===== config.mk =====
export PLATFORM = sky130hd
export DESIGN_NAME = pot_serial_decoder
export DESIGN_NICKNAME = d
export VERILOG_FILES = /design/src/pot_pkg.sv /design/src/pin_sync.sv /design/src/pot_serial_decoder.sv
export SDC_FILE = /design/constraint.sdc
export NUM_CORES = 1
export LEC_CHECK = 0
export BUFFER_PORTS_ARGS = -buffer_cell sky130_fd_sc_hd__buf_4
export CAP_MARGIN = 20
export CORE_MARGIN = 4
export CORE_UTILIZATION = 30
export CTS_CLUSTER_SIZE = 28
export DETAILED_ROUTE_END_ITERATION = 6
export MAX_ROUTING_LAYER = met4
export PLACE_DENSITY = 0.55
export SLEW_MARGIN = 30
export SYNTH_ARGS = -nofsm -noshare
export SYNTH_HDL_FRONTEND = slang
export SYNTH_SLANG_ARGS = --single-unit

===== constraint.sdc =====
create_clock -name clk_sys -period 2.3 [get_ports clk_sys]
set_input_delay 0.115 -clock clk_sys [delete_from_list [all_inputs] [get_ports clk_sys]]
set_output_delay 0.115 -clock clk_sys [all_outputs]
set_load 0.02 [all_outputs]

===== src/pot_pkg.sv =====
package pot_pkg;
   localparam int unsigned FRAME_BITS      = 16;
   localparam int unsigned DATA_BITS       = 10;
   localparam int unsigned CMD_MSB         = 13;
   localparam int unsigned CMD_LSB         = 10;
   localparam int unsigned CTL_UNLOCK_BIT  = 1;
   localparam int unsigned CTL_CALIB_BIT   = 2;
   localparam int unsigned SHDN_BIT        = 0;
   localparam logic [9:0]  WIPER_MIDSCALE  = 10'h200;
   localparam logic [9:0]  CTL_RESET       = 10'h000;
   localparam logic [15:0] HIZ_PREP_WORD   = 16'h8001;
   localparam logic [3:0]  BIT_CNT_RESET   = 4'h0;
   localparam logic [3:0]  BIT_CNT_LAST    = 4'hF;
   localparam logic [3:0]  RDY_DELAY_CYC   = 4'h4;
   // Pin order sclk, select, din, reset pin; select idles high
   localparam logic [3:0]  PIN_IDLE        = 4'h4;

   // Bit codes are not the command numbers from 3 upwards
   typedef enum logic [3:0] {
      CMD_NOP        = 4'h0,
      CMD_WIPER_WR   = 4'h1,
      CMD_WIPER_RD   = 4'h2,
      CMD_SOFT_RST   = 4'h4,
      CMD_CTL_WR     = 4'h6,
      CMD_CTL_RD     = 4'h7,
      CMD_SHUTDOWN   = 4'h8
   } cmd_t;
endpackage


===== src/pin_sync.sv =====
`timescale 1ns/10ps
// Two-stage synchroniser for a bundle of pin inputs
module pin_sync #(
   parameter int unsigned  W       = 4,
   parameter logic [W-1:0] RST_VAL = '0
) (
   input  wire logic         clk_sys,
   input  wire logic         rst_b,
   input  wire logic         clk_en,
   input  wire logic [W-1:0] async_in,
   output logic      [W-1:0] sync_out
);
   logic [W-1:0] meta_q;

   // Reset to the pins' idle levels so no edge appears on release
   always_ff @(posedge clk_sys or negedge rst_b) begin
      if (!rst_b) begin
         meta_q   <= RST_VAL;
         sync_out <= RST_VAL;
      end else if (clk_en) begin
         meta_q   <= async_in;
         sync_out <= meta_q;
      end
   end
endmodule


===== src/pot_serial_decoder.sv =====
`timescale 1ns/10ps
// How it works
// (RULE_01) Frame bits 13..10 are the command, bits 9..0 the data field.
// (RULE_02) Command 0 changes nothing.
// (RULE_03) Command 1 loads data into wiper register only when unlocked.
// (RULE_04) Command 2 returns the wiper value in the next frame.
// (RULE_05) Command 3 reloads midscale into the wiper regardless of lock.
// (RULE_06) Command 4 writes data bits 2 and 1 into control register.
// (RULE_07) Command 5 returns the control register in the next frame.
// (RULE_08) Command 6 sets shutdown from data bit 0.
// (RULE_09) Shutdown opens terminal A, grounds wiper to B; commands still work.
// (RULE_10) Rising edge of the reset pin loads midscale into the wiper.
// (RULE_11) Software or hardware reset restores control register defaults.
// (RULE_12) Control bit 1 unlocks wiper writes; default locked.
// (RULE_13) Control bit 2 at 0 selects calibrated mode; default 0.
// (RULE_14) Ready output rises once a wiper write has completed.
// (RULE_15) Ready output rises once a readback value is prepared.
// (RULE_16) Host may wait a fixed delay instead of watching ready.
// (RULE_17) Serial output changes on rising serial clock edges.
// (RULE_18) Outside readback the previous frame's word is echoed out.
// (RULE_19) After readback the next frame carries the value in bits 9..0.
// (RULE_20) Word 0x8001 then a no-op frame leaves serial output released.
// (RULE_21) Serial output is open-drain: drive low or release.
// (RULE_22) Two chained parts: 32 clocks, far part's word first.
// (RULE_23) Bits enter MSB first on falling clock edges while select low.
// (RULE_24) Decode on select rising after 16 clocks; earlier rise discards.
// (RULE_25) Frames are whole multiples of 16 clocks.
// (RULE_26) Wiper register powers up at midscale.
// (RULE_27) Midscale is code 0x200.
module pot_serial_decoder (
   input  wire logic       clk_sys,
   input  wire logic       rst_b,
   input  wire logic       clk_en,
   input  wire logic       sclk,
   input  wire logic       frame_sel_b,
   input  wire logic       din,
   input  wire logic       hw_reset,
   output logic            serial_out_o,
   output logic            serial_out_oe,
   output logic            ready_o,
   output logic            ready_oe,
   output logic [9:0]      wiper_position_reg,
   output logic            wiper_write_unlock,
   output logic            calib_disable,
   output logic            shutdown_q,
   output logic            term_a_open,
   output logic            wiper_to_b
);
   logic [3:0]  pins_s;
   logic        sclk_s;
   logic        sel_b_s;
   logic        din_s;
   logic        hwrst_s;
   logic        sclk_p_q;
   logic        sel_b_p_q;
   logic        hwrst_p_q;
   logic        sclk_fall;
   logic        sclk_rise;
   logic        sel_rise;
   logic        sel_fall;
   logic        hwrst_rise;
   logic [15:0] shift_q;
   logic [15:0] prev_word_q;
   logic [3:0]  bit_cnt_q;
   logic        full_q;
   logic        decode;
   logic [3:0]  cmd;
   logic [9:0]  data;
   logic [15:0] out_sr_q;
   logic        out_bit_q;
   logic        first_rise_q;
   logic        hiz_arm_q;
   logic        hiz_q;
   logic        rd_pend_q;
   logic [15:0] rd_word_q;
   logic [3:0]  rdy_cnt_q;
   logic        rdy_q;
   logic        dec_nop;
   logic        dec_wiper_wr;
   logic        dec_wiper_rd;
   logic        dec_soft_rst;
   logic        dec_ctl_wr;
   logic        dec_ctl_rd;
   logic        dec_shutdown;
   logic        dec_any_rd;
   logic [15:0] next_word;

   // Idle levels as reset values, so no false frame start follows reset
   pin_sync #(
      .W       (4),
      .RST_VAL (pot_pkg::PIN_IDLE)
   ) u_sync (
      .clk_sys  (clk_sys),
      .rst_b    (rst_b),
      .clk_en   (clk_en),
      .async_in ({sclk, frame_sel_b, din, hw_reset}),
      .sync_out (pins_s)
   );
   assign sclk_s  = pins_s[3];
   assign sel_b_s = pins_s[2];
   assign din_s   = pins_s[1];
   assign hwrst_s = pins_s[0];

   // Select idles high; starting history high avoids a false frame start
   always_ff @(posedge clk_sys or negedge rst_b) begin
      if (!rst_b) begin
         sclk_p_q  <= 1'b0;
         sel_b_p_q <= 1'b1;
         hwrst_p_q <= 1'b0;
      end else if (clk_en) begin
         sclk_p_q  <= sclk_s;
         sel_b_p_q <= sel_b_s;
         hwrst_p_q <= hwrst_s;
      end
   end

   assign sclk_fall  = sclk_p_q & ~sclk_s;
   assign sclk_rise  = ~sclk_p_q & sclk_s;
   assign sel_rise   = ~sel_b_p_q & sel_b_s;
   assign sel_fall   = sel_b_p_q & ~sel_b_s;
   assign hwrst_rise = ~hwrst_p_q & hwrst_s;   // see RULE_10

   // Input shift on falling serial clock while selected
   always_ff @(posedge clk_sys or negedge rst_b) begin
      if (!rst_b) begin
         shift_q   <= '0;
         bit_cnt_q <= pot_pkg::BIT_CNT_RESET;
         full_q    <= 1'b0;
      end else if (clk_en) begin
         if (sel_fall) begin
            bit_cnt_q <= pot_pkg::BIT_CNT_RESET;
            full_q    <= 1'b0;
         end else if (!sel_b_s && sclk_fall) begin
            // Counter wraps every 16 bits, so chained 32-bit frames decode too
            shift_q   <= {shift_q[14:0], din_s};   // see RULE_23
            bit_cnt_q <= bit_cnt_q + 4'h1;          // see RULE_25
            full_q    <= (bit_cnt_q == pot_pkg::BIT_CNT_LAST);
         end
      end
   end

   // Only whole multiples of 16 bits decode; a short frame is dropped
   assign decode = sel_rise & full_q & (bit_cnt_q == pot_pkg::BIT_CNT_RESET);  // see RULE_24
   assign cmd    = shift_q[pot_pkg::CMD_MSB:pot_pkg::CMD_LSB];  // see RULE_01
   assign data   = shift_q[pot_pkg::DATA_BITS-1:0];

   // One strobe per command; codes outside the table raise none
   assign dec_nop      = decode & (cmd == pot_pkg::CMD_NOP);   // see RULE_02
   assign dec_wiper_wr = decode & (cmd == pot_pkg::CMD_WIPER_WR);
   assign dec_wiper_rd = decode & (cmd == pot_pkg::CMD_WIPER_RD);
   assign dec_soft_rst = decode & (cmd == pot_pkg::CMD_SOFT_RST);
   assign dec_ctl_wr   = decode & (cmd == pot_pkg::CMD_CTL_WR);
   assign dec_ctl_rd   = decode & (cmd == pot_pkg::CMD_CTL_RD);
   assign dec_shutdown = decode & (cmd == pot_pkg::CMD_SHUTDOWN);
   assign dec_any_rd   = dec_wiper_rd | dec_ctl_rd;

   // Readback outranks the echo for one frame only
   assign next_word = rd_pend_q ? rd_word_q : prev_word_q;

   // Wiper register
   always_ff @(posedge clk_sys or negedge rst_b) begin
      if (!rst_b) begin
         wiper_position_reg <= pot_pkg::WIPER_MIDSCALE;   // see RULE_26, RULE_27
      end else if (clk_en) begin
         // Pin reset outranks a command decoded in the same cycle
         if (hwrst_rise) begin
            wiper_position_reg <= pot_pkg::WIPER_MIDSCALE;   // see RULE_10
         end else if (dec_soft_rst) begin
            wiper_position_reg <= pot_pkg::WIPER_MIDSCALE;   // see RULE_05
         end else if (dec_wiper_wr && wiper_write_unlock) begin
            wiper_position_reg <= data;   // see RULE_03, RULE_12
         end
      end
   end

   // Control register; NOP and other codes leave it alone
   always_ff @(posedge clk_sys or negedge rst_b) begin
      if (!rst_b) begin
         wiper_write_unlock <= pot_pkg::CTL_RESET[pot_pkg::CTL_UNLOCK_BIT];
         calib_disable      <= pot_pkg::CTL_RESET[pot_pkg::CTL_CALIB_BIT];
      end else if (clk_en) begin
         if (hwrst_rise || dec_soft_rst) begin
            wiper_write_unlock <= pot_pkg::CTL_RESET[pot_pkg::CTL_UNLOCK_BIT];   // see RULE_11
            calib_disable      <= pot_pkg::CTL_RESET[pot_pkg::CTL_CALIB_BIT];
         end else if (dec_ctl_wr) begin
            wiper_write_unlock <= data[pot_pkg::CTL_UNLOCK_BIT];   // see RULE_06, RULE_12
            calib_disable      <= data[pot_pkg::CTL_CALIB_BIT];    // see RULE_13
         end
      end
   end

   // Shutdown state; decode is not gated so all commands still work
   always_ff @(posedge clk_sys or negedge rst_b) begin
      if (!rst_b) begin
         shutdown_q <= 1'b0;
      end else if (clk_en) begin
         // Pin and command resets leave shutdown alone
         if (dec_shutdown) begin
            shutdown_q <= data[pot_pkg::SHDN_BIT];   // see RULE_08, RULE_09
         end
      end
   end
   assign term_a_open = shutdown_q;   // see RULE_09
   assign wiper_to_b  = shutdown_q;

   // Word to send next frame: readback value or echo of this frame
   always_ff @(posedge clk_sys or negedge rst_b) begin
      if (!rst_b) begin
         prev_word_q <= '0;
         rd_pend_q   <= 1'b0;
         rd_word_q   <= '0;
      end else if (clk_en) begin
         if (decode) begin
            prev_word_q <= shift_q;   // see RULE_18
            rd_pend_q   <= dec_any_rd;
            if (dec_wiper_rd) begin
               rd_word_q <= {6'h00, wiper_position_reg};   // see RULE_04, RULE_19
            end else begin
               // Control readback keeps each bit at its own position
               rd_word_q <= {6'h00, 7'h00, calib_disable, wiper_write_unlock,
                             1'b0};   // see RULE_07
            end
         end
      end
   end

   // Release-mode arming: 0x8001 then a NOP frame
   always_ff @(posedge clk_sys or negedge rst_b) begin
      if (!rst_b) begin
         hiz_arm_q <= 1'b0;
         hiz_q     <= 1'b0;
      end else if (clk_en) begin
         if (decode) begin
            hiz_arm_q <= (shift_q == pot_pkg::HIZ_PREP_WORD);
            // Sticky: only rst_b brings the output back; pin and command resets do not
            hiz_q     <= hiz_q | (hiz_arm_q & dec_nop);   // see RULE_20
         end
      end
   end

   // Output shift: first bit shown at select fall, then advance on rising clock
   always_ff @(posedge clk_sys or negedge rst_b) begin
      if (!rst_b) begin
         out_sr_q     <= '0;
         out_bit_q    <= 1'b1;
         first_rise_q <= 1'b0;
      end else if (clk_en) begin
         if (sel_fall) begin
            out_sr_q     <= next_word;   // see RULE_18, RULE_19
            out_bit_q    <= next_word[15];
            first_rise_q <= 1'b1;
         end else if (!sel_b_s && sclk_rise) begin
            // Chained parts pass the received stream through after 16 bits;
            // the newest input bit enters here and leaves 15 rises later
            out_sr_q     <= first_rise_q ? out_sr_q : {out_sr_q[14:0], shift_q[0]};  // see RULE_22
            out_bit_q    <= first_rise_q ? out_bit_q : out_sr_q[14];   // see RULE_17
            first_rise_q <= 1'b0;
         end else if (sel_b_s) begin
            out_bit_q <= 1'b1;
         end
      end
   end

   assign serial_out_o  = 1'b0;   // see RULE_21
   assign serial_out_oe = ~out_bit_q & ~hiz_q;

   // Ready: drops on a decoded wiper write, wiper read or control read, returns after internal delay
   always_ff @(posedge clk_sys or negedge rst_b) begin
      if (!rst_b) begin
         rdy_cnt_q <= '0;
         rdy_q     <= 1'b1;
      end else if (clk_en) begin
         // A new wiper write or readback mid-count restarts the busy time
         if (dec_wiper_wr || dec_any_rd) begin
            rdy_q     <= 1'b0;
            rdy_cnt_q <= pot_pkg::RDY_DELAY_CYC;
         end else if (rdy_cnt_q != 4'h0) begin
            rdy_cnt_q <= rdy_cnt_q - 4'h1;
            rdy_q     <= (rdy_cnt_q == 4'h1);   // see RULE_14, RULE_15, RULE_16
         end
      end
   end

   // Open-drain ready: release for high
   assign ready_o  = 1'b0;
   assign ready_oe = ~rdy_q;
endmodule


==> metrics.md <==
| Metric | Value |
|---|---|
| Max incr delay on CP | 0.48 ns |
| Postcts setup bufs | 0 |
| Clock Latency Late Sink | 0.34 ns |
| #FFs+latches synth | 96 |
| Crit end category | flop |
| Register area share after synthesis | 56.18% |
| Tmin final | 2.186 ns |
| Most used DFF post-synth | dfrtp_1 |
| Synth Area in Adders | 1.459% |
| Syn Area/Cell | 11.62 µm² |
| Via count | 2,810 |
| Distinct cells, synth | 49 |
| Slew headroom | 58.13% |
| Post-route ant nets | 0 |
| # rows | 43 |
| GRT Resource Usage Total | 12.14% |
| DRC | 0 |
| CTS tree | done |
| Height of the die | around 130 µm |
| Starting Density | 30.78% |
| Port Buffers | 23 |
| Initial DRT Pass Iterations | 6 |
| Post-Route Skew | 0.008282 ns |
| GRT overflow | 0 |
| Antenna Diode Count | 0 |
| Post-Synth XOR/XNOR Area | 0.6126% |
| Synth area leaders | dfrtp_1, mux2_2, a22o_1, dfstp_2, mux2i_1 |
| GPL Wtd Cong | around 0.76 |
| Largest family of logic cells by synthesized area | multiplexers |
| # clock sinks | 96 |
| Compound-Gate Fraction of Synth Area | 11.26% |
| NumNets Final | 409 |
| DRT iter0 DRCs | 159 |
| Synth Instances | 369 |
| Global-route wire length before repair | 15,140 µm |
| TritonCTS Buffers | 9 |
| Post-synth top cells | dfrtp_1, mux2_2, nand2_1, o21ai_0 |
| Fmax | 457.4 MHz |
| Post-Syn Area | 4289 µm² |
| Wire per inst | 15.51 µm |
| Setup_tns | 0 ns |
| CP Max Fanout | 25 |
| CP Data Arrival Time | ~2.5 ns |
| Status | finished clean |
| Leak pwr | 2.314 nW |
| Unrepaired setup endpoints after global routing | no |
| PwrDens | 922.3 nW/µm² |
| CP Cell Sequence | inv_1 > ha_1 > or4b_4 > or3_4 > buf_12 > nor3_4 > buf_6 > a22o_1 |
| Simple-Gate Fraction of Synth Area | 12.63% |
| Clock-pin slew on the worst setup and hold paths | approximately 0.060 ns |
| Ratio of cells with drive above 1 in the final layout | 27.11% |
| Core area | 13,930 µm² |
| Fin. max-slew vios | 0 |
| Max VDD drop | about 0.29 mV |
| Initial antenna violation count | 0 |
| Share of the synthesized area in the top cell type | 52.51% |
| Mux contribution to synthesized area | 14.06% |
| Clk buf depth | 2 |
| Buffers & Inverters on Critical Path | 3 |
| Worst path top cell family by delay | simple AND/OR/NAND/NOR gates |
| Root buffer cell | clkbuf_16 |
| Highest-delay cell along the critical path | or4b_4 |
| Final wirelength | about 9000 µm |
| Hpwl dp | 6150 µm |
| CP Class | reg -> reg |
| Largest net degree at the start of global routing | 48 |
| Die width | roughly 130 µm |
| WP data required | around 2.6 ns |
| EDFF count, synth | 0 |
| Startpoint types | flop |
| Biggest area consumer among synthesized cells | dfrtp_1 |
| Final Util | a little over a third |
| Top flop regs | prev_word_q (16), shift_q (16), out_sr_q (15) |
| Final Hold Fails | 0 |
| Synthesis Warnings | 0 |
| Fin crit share | 95.06% |
| Most numerous cell in the Yosys netlist | dfrtp_1 |
| # H-tree levels | 3 |
| Asr flop ratio synth | 100.0% |
| Die footprint | 16,270 µm² |
| Worst hold path type | in -> reg |
| Endpoints failing setup | 0 |
| Ports | 26 |
| Vias in the first global route | 2,845 |
| Total of max-cap violations | 0 |
| Area growth, synth to finish | 17.79% |
| Worst-Margin Slew | 0.6215 ns |
| DR vias/cell | 4.828 |
## cells by family after synthesis
logic type	count (synthesis)
and+or+nand+nor	97
DFF	96
AOI/OAI and AO/OA	76
muxes	55
buffers and inverters	36
adders and majority gates	5
xor gates and xnor gates	3
other	1
## layout by cell type (no fill, tap or decap), types with 5 or more instances in the layout
cell type / instances
ha_1: 5
clkbuf_16: 9
nand2_1: 32
nor2_1: 20
inv_1: 10
a22o_1: 20
mux2i_1: 13
a21oi_1: 20
nor2b_1: 5
nand2b_1: 6
dfstp_2: 6
buf_4: 36
o21ai_0: 23
nor3b_1: 8
dfrtp_1: 90
mux2_2: 42
## timing repair
item,CTS,global route
hold buffers,3,0
resized for setup,0,3
setup endpoints to repair,0,15
endpoints found under the hold margin,42,0
## layout make-up
class / count / area [µm²]
flip-flops and latches: 96 / 2410
multi-input cells: 238 / 1732
clock buffers: 11 / 242.7
clock inverters: 5 / 53.80
fillers: 1346 / 8882
well taps: 180 / 225.2
repair buffers: 42 / 351.6
inverters: 10 / 37.54
## through the flow
stage / instances / total power, mW / setup WS [ns] / cell area (µm²) / hold slack (ns)
floorplan: 370 / 2.825 / 0.03917 / 4293 / -0.1806
global placement: 563 / 3.149 / 0.1114 / 4715 / 0.1783
detailed placement: 563 / 3.197 / 0.04597 / 4715 / 0.1753
CTS: 582 / 4.716 / 0.02692 / 5041 / 0.002073
global route: 582 / 4.936 / 0.02572 / 5052 / 0.001205
finish: 582 / 4.660 / 0.1137 / 5052 / 0.006287
## final timing paths
kind                                              end         start  depth (start not counted)  slack, ns
worst max-delay path            wiper_position_reg[3]  bit_cnt_q[0]                          8       0.11
worst min-delay path                 u_sync.meta_q[1]           din                          2      0.006
worst max register to register  wiper_position_reg[3]  bit_cnt_q[0]                          8       0.11
worst min register to register              hiz_arm_q     hiz_arm_q                          2       0.48
max in group asynchronous       wiper_position_reg[9]         rst_b                          3       1.28
min in group asynchronous                 out_sr_q[6]         rst_b                          2       0.33
## metal layers
metal / track usage, % / vias up / share of wire, %
met5: - / - / 0
met2: 17.78 / 29 / 46
li1: - / 1358 / -
met3: 2.801 / 8 / 2.5
met1: 16.57 / 1415 / 50
met4: 4.307 / 0 / 1.1
## where the power goes
part	switching (mW)	total, mW	internal, mW	leakage (nW)
Sequential	0.276	2.24	1.96	1.26
Combinational	0.496	0.932	0.436	0.900
Clock	0.620	1.49	0.871	0.150
Note: power is estimated with default switching activity, not from simulation.
